==> src/design/asr_pkg.sv <==
// Purpose: shared constants and types of the async serial register block
// Assumes: apb with 32-bit data, one register per aligned word
// Notes:   printed offsets are indexes, byte address is four times the index
package asr_pkg;
  localparam logic [2:0] IDX_BAUD_HIGH = 3'h0;
  localparam logic [2:0] IDX_BAUD_LOW  = 3'h1;
  localparam logic [2:0] IDX_CTRL_ONE  = 3'h2;
  localparam logic [2:0] IDX_CTRL_TWO  = 3'h3;
  localparam logic [2:0] IDX_STAT_ONE  = 3'h4;
  localparam logic [2:0] IDX_STAT_TWO  = 3'h5;
  localparam logic [2:0] IDX_DATA_HIGH = 3'h6;
  localparam logic [2:0] IDX_DATA_LOW  = 3'h7;
  localparam int         ADDR_LSB      = 2;
  localparam int         DIV_W         = 13;
  localparam int         OVERSAMPLE    = 16;
  localparam logic [4:0] BAUD_HIGH_MASK = 5'h1F;
  localparam logic [12:0] DIV_RESET    = 13'h0004;
  localparam logic [7:0] CTRL_RESET    = 8'h00;
  // control one bit positions
  localparam int CR1_LOOP   = 7;
  localparam int CR1_RECEIVE_SOURCE_SELECT   = 5;
  localparam int CR1_NINE   = 4;
  localparam int CR1_PAR_ON = 1;
  localparam int CR1_PAR_OD = 0;
  // control two bit positions
  localparam int CR2_TX_ON  = 3;
  localparam int CR2_RX_ON  = 2;
  // status two / data high bit positions
  localparam int SR2_TXDIR  = 1;
  localparam int DRH_T8     = 6;
  localparam int DRH_R8     = 7;

  typedef struct packed {
    logic       loop_select;
    logic       receive_source_select;
    logic       nine_bits;
    logic       parity_on;
    logic       parity_odd_select;
    logic       transmitter_on;
    logic       receiver_on;
  } asr_cfg_t;
endpackage

==> src/design/asr_regs.sv <==
// Purpose: register file and bit-rate generator of an async serial port
// Assumes: apb slave, zero-wait answers, one module clock pclk
// Notes:   shifter logic lives elsewhere; this block exposes config and ticks
//
// Functional notes
// - bit rate is clock over sixteen times divisor
// - divisor is thirteen bits across two registers
// - high write held until low write
// - high readback may lag until low written
// - generator stopped until first enable after reset
// - generator stopped while divisor is zero
// - reserved writes ignored, reserved reads zero
// - eight registers at offsets zero to seven
// - address is base plus four times offset
// - transmitter and receiver share one generator
// - eight or nine data bits selectable
// - receiver sees sixteenth-bit sample ticks
// - same behaviour in every chip mode
// - one output pin, one input pin
// - loop source selects internal or pin
// - format bit selects nine data bits
// - parity even or odd per select bit
// - transmitter enable gives port the pin
module asr_regs
  import asr_pkg::*;
#(
  parameter int DIV_WIDTH = DIV_W
) (
  input  wire logic        pclk,
  input  wire logic        presetn,
  input  wire logic        clk_en,
  input  wire logic        psel,
  input  wire logic        penable,
  input  wire logic        pwrite,
  input  wire logic [31:0] paddr,
  input  wire logic [31:0] pwdata,
  output logic      [31:0] prdata,
  output logic             pready,
  output logic             pslverr,
  input  wire logic [7:0]  status_one_in,
  input  wire logic        rx_pin,
  input  wire logic        tx_serial,
  input  wire logic        rx_bit9,
  input  wire logic [7:0]  rx_byte,
  output logic             tx_pin,
  output logic             tx_pin_oe,
  output logic             rx_serial,
  output logic             sample_tick,
  output logic             bit_tick,
  output logic [8:0]       tx_word,
  output logic             tx_word_load,
  output logic             rx_word_read,
  output logic             tx_parity_even,
  output asr_cfg_t         cfg
);
  // register, generator and decode state
  logic [4:0]           baud_hold_ff;
  logic [DIV_WIDTH-1:0] divisor_value_ff;
  logic [7:0]           control_one_ff;
  logic [7:0]           control_two_ff;
  logic [2:0]           status_two_ff;
  logic                 t8_ff;
  logic                 gen_armed_ff;
  logic [DIV_WIDTH-1:0] div_cnt_ff;
  logic [3:0]           os_cnt_ff;
  logic                 acc_wr;
  logic                 acc_rd;
  logic                 acc_setup;
  logic [2:0]           idx;
  logic                 in_map;
  logic                 gen_run;
  logic                 div_wrap;
  logic                 any_enable;
  logic [31:0]          nxt_prdata;
  logic                 nxt_rx_serial;

  // one decode helper for every register strobe, so all of them agree
  function automatic logic reg_hit(
    input logic       access,
    input logic [2:0] at,
    input logic [2:0] want
  );
    return access && (at == want);
  endfunction

  // address decode, the module base is stripped by the system decoder
  assign idx    = paddr[ADDR_LSB+2:ADDR_LSB];
  assign in_map = (paddr[31:ADDR_LSB+3] == '0) && (paddr[1:0] == 2'h0);

  // bus phases; a low clock enable freezes the bus as well
  assign acc_setup = psel && !penable && clk_en;
  assign acc_wr    = psel && penable && pwrite && clk_en && in_map;
  assign acc_rd    = psel && penable && !pwrite && clk_en && in_map;

  // high byte waits in a holding stage until the low byte arrives
  always_ff @(posedge pclk or negedge presetn) begin
    if (!presetn) begin
      baud_hold_ff <= DIV_RESET[12:8];
    end else if (reg_hit(acc_wr, idx, IDX_BAUD_HIGH)) begin
      baud_hold_ff <= pwdata[4:0] & BAUD_HIGH_MASK;
    end
  end

  // divisor moves as one word, so the generator never sees half a value
  always_ff @(posedge pclk or negedge presetn) begin
    if (!presetn) begin
      divisor_value_ff <= DIV_RESET;
    end else if (reg_hit(acc_wr, idx, IDX_BAUD_LOW)) begin
      divisor_value_ff <= {baud_hold_ff, pwdata[7:0]};
    end
  end

  // control one: loop, source, format and parity selects
  always_ff @(posedge pclk or negedge presetn) begin
    if (!presetn) begin
      control_one_ff <= CTRL_RESET;
    end else if (reg_hit(acc_wr, idx, IDX_CTRL_ONE)) begin
      control_one_ff <= pwdata[7:0];
    end
  end

  // control two: transmitter and receiver enables among others
  always_ff @(posedge pclk or negedge presetn) begin
    if (!presetn) begin
      control_two_ff <= CTRL_RESET;
    end else if (reg_hit(acc_wr, idx, IDX_CTRL_TWO)) begin
      control_two_ff <= pwdata[7:0];
    end
  end

  // status two keeps only its three writable low bits
  always_ff @(posedge pclk or negedge presetn) begin
    if (!presetn) begin
      status_two_ff <= 3'h0;
    end else if (reg_hit(acc_wr, idx, IDX_STAT_TWO)) begin
      status_two_ff <= pwdata[2:0];
    end
  end

  // ninth transmit bit, written through data high before data low
  always_ff @(posedge pclk or negedge presetn) begin
    if (!presetn) begin
      t8_ff <= 1'b0;
    end else if (reg_hit(acc_wr, idx, IDX_DATA_HIGH)) begin
      t8_ff <= pwdata[DRH_T8];
    end
  end

  // generator is armed by the first enable and stays armed until reset
  assign any_enable = control_two_ff[CR2_TX_ON] || control_two_ff[CR2_RX_ON];

  always_ff @(posedge pclk or negedge presetn) begin
    if (!presetn) begin
      gen_armed_ff <= 1'b0;
    end else if (clk_en && any_enable) begin
      gen_armed_ff <= 1'b1;
    end
  end

  // a zero divisor stops it, whatever the enables say
  assign gen_run = gen_armed_ff && (divisor_value_ff != '0);

  // wrap on reaching or passing the end, so a divisor made smaller
  // mid-count takes hold at once instead of running round all 13 bits
  assign div_wrap = (div_cnt_ff >= divisor_value_ff - 1'b1);

  // module clocks per sixteenth of a bit
  always_ff @(posedge pclk or negedge presetn) begin
    if (!presetn) begin
      div_cnt_ff <= '0;
    end else if (clk_en) begin
      if (!gen_run || div_wrap) begin
        div_cnt_ff <= '0;
      end else begin
        div_cnt_ff <= div_cnt_ff + 1'b1;
      end
    end
  end

  // sixteen sample ticks make one bit time
  always_ff @(posedge pclk or negedge presetn) begin
    if (!presetn) begin
      os_cnt_ff <= 4'h0;
    end else if (clk_en) begin
      if (!gen_run) begin
        os_cnt_ff <= 4'h0;
      end else if (div_wrap) begin
        os_cnt_ff <= os_cnt_ff + 4'h1;
      end
    end
  end

  // ticks are one-cycle pulses shared by transmitter and receiver
  always_ff @(posedge pclk or negedge presetn) begin
    if (!presetn) begin
      sample_tick <= 1'b0;
      bit_tick    <= 1'b0;
    end else if (clk_en) begin
      sample_tick <= gen_run && div_wrap;
      bit_tick    <= gen_run && div_wrap
                     && (os_cnt_ff == 4'(OVERSAMPLE - 1));
    end
  end

  // transmit pin is a registered copy of the shifter output
  always_ff @(posedge pclk or negedge presetn) begin
    if (!presetn) begin
      tx_pin <= 1'b1;
    end else if (clk_en) begin
      tx_pin <= tx_serial;
    end
  end

  // the port owns the pin while transmitting or in single-wire output
  always_ff @(posedge pclk or negedge presetn) begin
    if (!presetn) begin
      tx_pin_oe <= 1'b0;
    end else if (clk_en) begin
      tx_pin_oe <= control_two_ff[CR2_TX_ON] || status_two_ff[SR2_TXDIR];
    end
  end

  // receive source: the pin normally, else transmitter output or its pin
  always_comb begin
    nxt_rx_serial = rx_pin;
    if (control_one_ff[CR1_LOOP]) begin
      if (control_one_ff[CR1_RECEIVE_SOURCE_SELECT]) begin
        nxt_rx_serial = tx_pin;
      end else begin
        nxt_rx_serial = tx_serial;
      end
    end
  end

  // registered so the receiver input comes straight from a flop
  always_ff @(posedge pclk or negedge presetn) begin
    if (!presetn) begin
      rx_serial <= 1'b1;
    end else if (clk_en) begin
      rx_serial <= nxt_rx_serial;
    end
  end

  // configuration handed to the shifters; no mode inputs exist
  always_ff @(posedge pclk or negedge presetn) begin
    if (!presetn) begin
      cfg <= '0;
    end else if (clk_en) begin
      cfg.loop_select           <= control_one_ff[CR1_LOOP];
      cfg.receive_source_select <= control_one_ff[CR1_RECEIVE_SOURCE_SELECT];
      cfg.nine_bits             <= control_one_ff[CR1_NINE];
      cfg.parity_on             <= control_one_ff[CR1_PAR_ON];
      cfg.parity_odd_select     <= control_one_ff[CR1_PAR_OD];
      cfg.transmitter_on        <= control_two_ff[CR2_TX_ON];
      cfg.receiver_on           <= control_two_ff[CR2_RX_ON];
    end
  end

  // parity over the loaded word: even is the xor of ones, odd inverts it;
  // the ninth bit of the loaded word counts only in nine-bit format
  always_ff @(posedge pclk or negedge presetn) begin
    if (!presetn) begin
      tx_parity_even <= 1'b1;
    end else if (clk_en) begin
      tx_parity_even <= ^{tx_word[8] & control_one_ff[CR1_NINE], tx_word[7:0]}
                        ^ control_one_ff[CR1_PAR_OD];
    end
  end

  // transmit word latched with the ninth bit as it stood at the write
  always_ff @(posedge pclk or negedge presetn) begin
    if (!presetn) begin
      tx_word <= 9'h000;
    end else if (reg_hit(acc_wr, idx, IDX_DATA_LOW)) begin
      tx_word <= {t8_ff, pwdata[7:0]};
    end
  end

  // one-cycle strobe telling the transmitter a word is waiting
  always_ff @(posedge pclk or negedge presetn) begin
    if (!presetn) begin
      tx_word_load <= 1'b0;
    end else if (clk_en) begin
      tx_word_load <= reg_hit(acc_wr, idx, IDX_DATA_LOW);
    end
  end

  // one-cycle strobe telling the receiver its word was taken
  always_ff @(posedge pclk or negedge presetn) begin
    if (!presetn) begin
      rx_word_read <= 1'b0;
    end else if (clk_en) begin
      rx_word_read <= reg_hit(acc_rd, idx, IDX_DATA_LOW);
    end
  end

  // read mux; reserved bits and unmapped words read zero
  always_comb begin
    nxt_prdata = 32'h0000_0000;
    if (in_map) begin
      case (idx)
        IDX_BAUD_HIGH: nxt_prdata[4:0] = divisor_value_ff[12:8];
        IDX_BAUD_LOW:  nxt_prdata[7:0] = divisor_value_ff[7:0];
        IDX_CTRL_ONE:  nxt_prdata[7:0] = control_one_ff;
        IDX_CTRL_TWO:  nxt_prdata[7:0] = control_two_ff;
        IDX_STAT_ONE:  nxt_prdata[7:0] = status_one_in;
        IDX_STAT_TWO:  nxt_prdata[2:0] = status_two_ff;
        IDX_DATA_HIGH: nxt_prdata[7:0] = {rx_bit9, t8_ff, 6'h00};
        IDX_DATA_LOW:  nxt_prdata[7:0] = rx_byte;
        default:       nxt_prdata = 32'h0000_0000;
      endcase
    end
  end

  // answer in the first access cycle, so every transfer takes two cycles;
  // a fixed answer keeps the master simple at the cost of no wait states
  always_ff @(posedge pclk or negedge presetn) begin
    if (!presetn) begin
      pready <= 1'b0;
    end else if (clk_en) begin
      pready <= acc_setup;
    end
  end

  // no transfer is ever refused with an error; unmapped reads give zero
  always_ff @(posedge pclk or negedge presetn) begin
    if (!presetn) begin
      pslverr <= 1'b0;
    end else if (clk_en) begin
      pslverr <= 1'b0;
    end
  end

  // read data captured at the end of setup and held until the next read,
  // so it already stands when the master samples ready
  always_ff @(posedge pclk or negedge presetn) begin
    if (!presetn) begin
      prdata <= 32'h0000_0000;
    end else if (acc_setup && !pwrite) begin
      prdata <= nxt_prdata;
    end
  end
endmodule

==> config.mk <==
export PLATFORM = sky130hd
export DESIGN_NAME = asr_regs
export DESIGN_NICKNAME = d
export VERILOG_FILES = /design/src/design/asr_pkg.sv /design/src/design/asr_regs.sv
export SDC_FILE = /design/constraint.sdc
export NUM_CORES = 1
export LEC_CHECK = 0
export BUFFER_PORTS_ARGS = -buffer_cell sky130_fd_sc_hd__buf_2
export CAP_MARGIN = 20
export CORE_MARGIN = 4
export CORE_UTILIZATION = 52
export DETAILED_ROUTE_END_ITERATION = 10
export GPL_ROUTABILITY_DRIVEN = 0
export PLACE_DENSITY = 0.83
export RECOVER_POWER = 50
export SLEW_MARGIN = 10
export SYNTH_ARGS = -nofsm -noshare
export SYNTH_HDL_FRONTEND = slang
export SYNTH_SLANG_ARGS = --single-unit
export TNS_END_PERCENT = 50
==> constraint.sdc <==
create_clock -name pclk -period 4.5 [get_ports pclk]
set_clock_uncertainty 0.2 [all_clocks]
set_input_delay 0.45 -clock pclk [delete_from_list [all_inputs] [get_ports pclk]]
set_output_delay 0.45 -clock pclk [all_outputs]
set_load 0.1 [all_outputs]
# == After elaboration in Yosys (flattened, before gate mapping) ==
# Index checks and enable logic that the tools add are counted.
# word_totals
regBits,113
wordCells,86
out_inout_bits,58
input_bits,89
# classes
order_cmp,1
eq_ne,9
reduce_logical,35
add_sub_neg,3
n_mux,9
bitwise,2
# ops
cell,n
$logic_not 27->1,1
$pmux 3 s8,1
$logic_and 1x1->1,23
$pmux 3 s6,1
$add 13x1->13 const B,1
$ge 13x13->1,1
$mux 13,1
$reduce_bool 13->1,1
$sub 13x1->13 const B,1
$eq 3x3->1 const B,4
$pmux 2 s6,1
$reduce_xor 9->1,1
$mux 4,2
$mux 8,1
$eq 3x2->1 const B,2
$add 4x1->4 const B,1
$eq 4x4->1 const B,1
$eq 3x1->1 const B,1
$logic_not 1->1,3
$logic_not 3->1,1
$logic_or 1x1->1,3
$logic_not 2->1,1
$mux 1,2
$ne 2x1->1 const B,1
other kinds (3),3

# == Longest topological paths before layout ==
# logic_depth
depth_word,5
ltp_mapped,13
ltp_nobuf,12

# == Worst setup path after synthesis ==
# Ideal clock, no wire load.
# synth_timing
kind,register to register
startpoint,reg divisor_value_ff[4]
endpoint,reg os_cnt_ff[3]
path_slack_ns,1.065
path_stages_with_launch,12
period_less_slack_ns,3.435
path_buffers,0
required_time_ns,4.174
arrival_time_ns,3.109
setup_time_ns,0.126
path_cell_list,dfrtp_1 or4_4 nor3_4 nand2_1 or3_1 xor2_1 ha_1 and4_1 a221oi_1 o21ai_1 nor4b_1 a311o_1
# synth_between
elab_chain_cells,4
word_cells_on_any_way,7
classes_between,1 x add/sub; 1 x order compare; 1 x eq/ne; 1 x mux; 3 x reduce/logical
# synth_lines
item,line_no,source
from (decl),asr_regs.sv:58,logic [DIV_WIDTH-1:0] divisor_value_ff;
from (signal assigned),asr_regs.sv:109,"divisor_value_ff <= {baud_hold_ff, pwdata[7:0]};"
$sub 13x1->13 / $reduce_bool 13->1 (equally long branches),"asr_regs.sv:165, asr_regs.sv:161",
$ge 13x13->1 / $logic_and 1x1->1 (equally long branches),"asr_regs.sv:165, asr_regs.sv:161",
$ne 2x1->1 (no line),n/a,
$reduce_and 2->1 (no line),n/a,
to (signal assigned),asr_regs.sv:188,os_cnt_ff <= os_cnt_ff + 4'h1;
to (decl),asr_regs.sv:65,logic [3:0] os_cnt_ff;
# Several ways; a longest one is shown, not always the timed one.
# A chain may end at the register's enable or synchronous reset.

# == Final worst setup path ==
# layout_timing
startpoint,reg divisor_value_ff[4]
endpoint,reg os_cnt_ff[1]
# Same word-level chain as after synthesis.

==> results.tsv <==
metric	value	unit
status	finished, violations left	
violations	max-capacitance violations, max-slew violations	
diodes	0	
synth-async-reset-ratio	100	%
yosysSeqAreaShare	46.1	%
yosysUniqueCellTypes	54	
vias	3697	
syn_inst	438	
cp.buffers_inverters	0	
die_area	0.0109	sq mm
cts_tree	built	
tightest_slew	1980	ps
fill_cells	686	
ys_ff_latch	89	
area_growth_syn_to_layout	14.5	%
drt_iter0_drc	173	
final_common_cell	buf_2	
antenna_found_initial	0	
crit_fanout	13	
drv_slew	40	
max-cap-violations	1	
post_cts_resized	0	
ys_warn_count	0	
die_y	105	um
fmax	257	MHz
setup_slack	610	ps
period_needed	3890	ps
worstPathCellList	or4_4 -> nor3_4 -> nand3_1 -> nor4_1 -> xnor2_1 -> ha_1 -> and4_1 -> a221oi_1 -> o21ai_1 -> o21a_1 -> o22ai_1	
synthFlopType	dfrtp_1	
worstPathRequired	4590	ps
core-area	0.00889	sq mm
start_util	54.5	%
grt_max_degree	90	
slew_headroom	-32.3	%
endpoint_kind	flip-flop	
leakagePower	0.00288	uW
critPathKind	flip-flop to flip-flop	
crit_slowest_cell	or4_4	
power.density	300	mW/mm^2
min_period_over_period	86.4	%
rows	34	
synth_edf_count	0	
slowest_delay	590	ps
first_global_vias	3810	
cts_hold_buf	0	
drc	0	
startpoint_type	flip-flop	
drt_wl_total	11700	um
fin_nets	640	
setup_viol	0	
overflow	0	
crit_family	simple AND/OR/NAND/NOR gates	
cts_buffers	9	
cts_max_level	3	
grt_first_pass_wirelength	18900	um
rsz0062_at_grt	false	
hold_path.class	input pin to flip-flop	
wire_per_inst	18.1	um
layout_common_cells	buf_2, dfrtp_1, mux2_2	
clockBufferDepth	2	
drive_above_1_share	33.8	%
io_pins	147	
syn_area	0.00484	sq mm
dieWidth	105	um
hold_violations	0	
final_util	62.4	%
clk_latency	370	ps
cts_root_buf	clkbuf_8	
clkTransAtPathRegs	100	ps
dp_slack	691	ps
cts_setup_buffers	0	
portBuffers	97	
tns	0	ps
cts.sinks	89	
avgSynthCellArea	11.1	sq um
globalRouteTotalUtil	21.5	%
dr.pass1.iters	5	
vias_per_cell	5.71	
peakVddDrop	0.212	mV
final_antenna_net_count	0	
arrival	3980	ps
place_hpwl	8760	um
==> kinds of logic (layout without fill, tap and decap cells) <==
kind of cell	Yosys count	after routing	synth area share, %
AND/OR/NAND/NOR	119	119	12.8
XOR/XNOR	31	31	5.60
other	1	25	0.0774
flip-flops	89	89	46.1
buffers and inverters	53	130	6.30
multiplexers	67	67	15.9
adder cells (fa/ha/maj)	17	17	4.39
AO/OA/AOI/OAI	61	61	8.91
==> flip-flops by register name, summed over array words and instances, names as in the netlist, 3 cells and up <==
signal / flops
control_two_ff: 8
divisor_value_ff: 13
os_cnt_ff: 4
div_cnt_ff: 13
prdata: 8
tx_word: 9
status_two_ff: 3
control_one_ff: 8
baud_hold_ff: 5
cfg: 7
==> per-stage QoR <==
stage / hold slack (ps) / power (uW) / std cells / instance area [sq um]
after detailed placement: 267 / 1040 / 629 / 5310
after CTS: 114 / 1660 / 645 / 5540
after global placement: 262 / 1040 / 629 / 5310
final: 138 / 1660 / 647 / 5550
after global routing: 132 / 1710 / 647 / 5550
after floorplan: -45.6 / 997 / 462 / 4930
==> routing by layer <==
layer,track usage (%),vias to the layer above,wire length [um],share of wire (%)
met2,37.9,122,6110,52
met4,8.26,0,329,2.8
met3,4.35,26,569,4.9
li1,-,1716,-,-
met1,25.8,1833,4710,40
met5,0,-,0,0
==> power by group <==
| group | switching (uW) | internal, uW | leakage, uW |
|---|---|---|---|
| clock network | 312 | 325 | 0.000117 |
| registers | 1.95 | 805 | 0.00122 |
| logic | 181 | 39.0 | 0.00154 |
==> final timing paths <==
path / startpoint / endpoint / slack, ps / cells past startpoint
min reg2reg: prdata[2]$_DFFE_PN0P_ / prdata[2]$_DFFE_PN0P_ / 280 / 2
min: tx_serial / tx_pin$_DFFE_PN1P_ / 140 / 2
max in group asynchronous: presetn / control_one_ff[2]$_DFFE_PN0P_ / 1050 / 3
max reg2reg: divisor_value_ff[4]$_DFFE_PN0P_ / os_cnt_ff[1]$_DFFE_PN0P_ / 610 / 11
min in group asynchronous: presetn / cfg[6]$_DFFE_PN0P_ / 970 / 2
max: divisor_value_ff[4]$_DFFE_PN0P_ / os_cnt_ff[1]$_DFFE_PN0P_ / 610 / 11
==> cell usage after synthesis, types with 9 or more instances <==
cell      n  area, sq um
mux2_2   59          664
nor4_1    9         56.3
xor2_1   12          105
nand3_1  14         70.1
dfrtp_1  85         2130
nor2_1   30          113
ha_1     17          213
buf_4    26          195
xnor2_1  19          166
inv_1    15         56.3
o21ai_0  19         95.1
nand2_1  31          116
==> area by class of cell <==
cell class / count / area, sq um / share of cell area [%]
inverter: 15 / 56.3 / 1.02
tap: 108 / 135 / 2.44
clock inverter: 7 / 106 / 1.92
sequential: 89 / 2230 / 40.2
timing repair buffer: 99 / 495 / 8.93
multi-input combinational: 320 / 2400 / 43.2
clock buffer: 9 / 124 / 2.23
No activity file was read; power rests on OpenSTA's default activity.
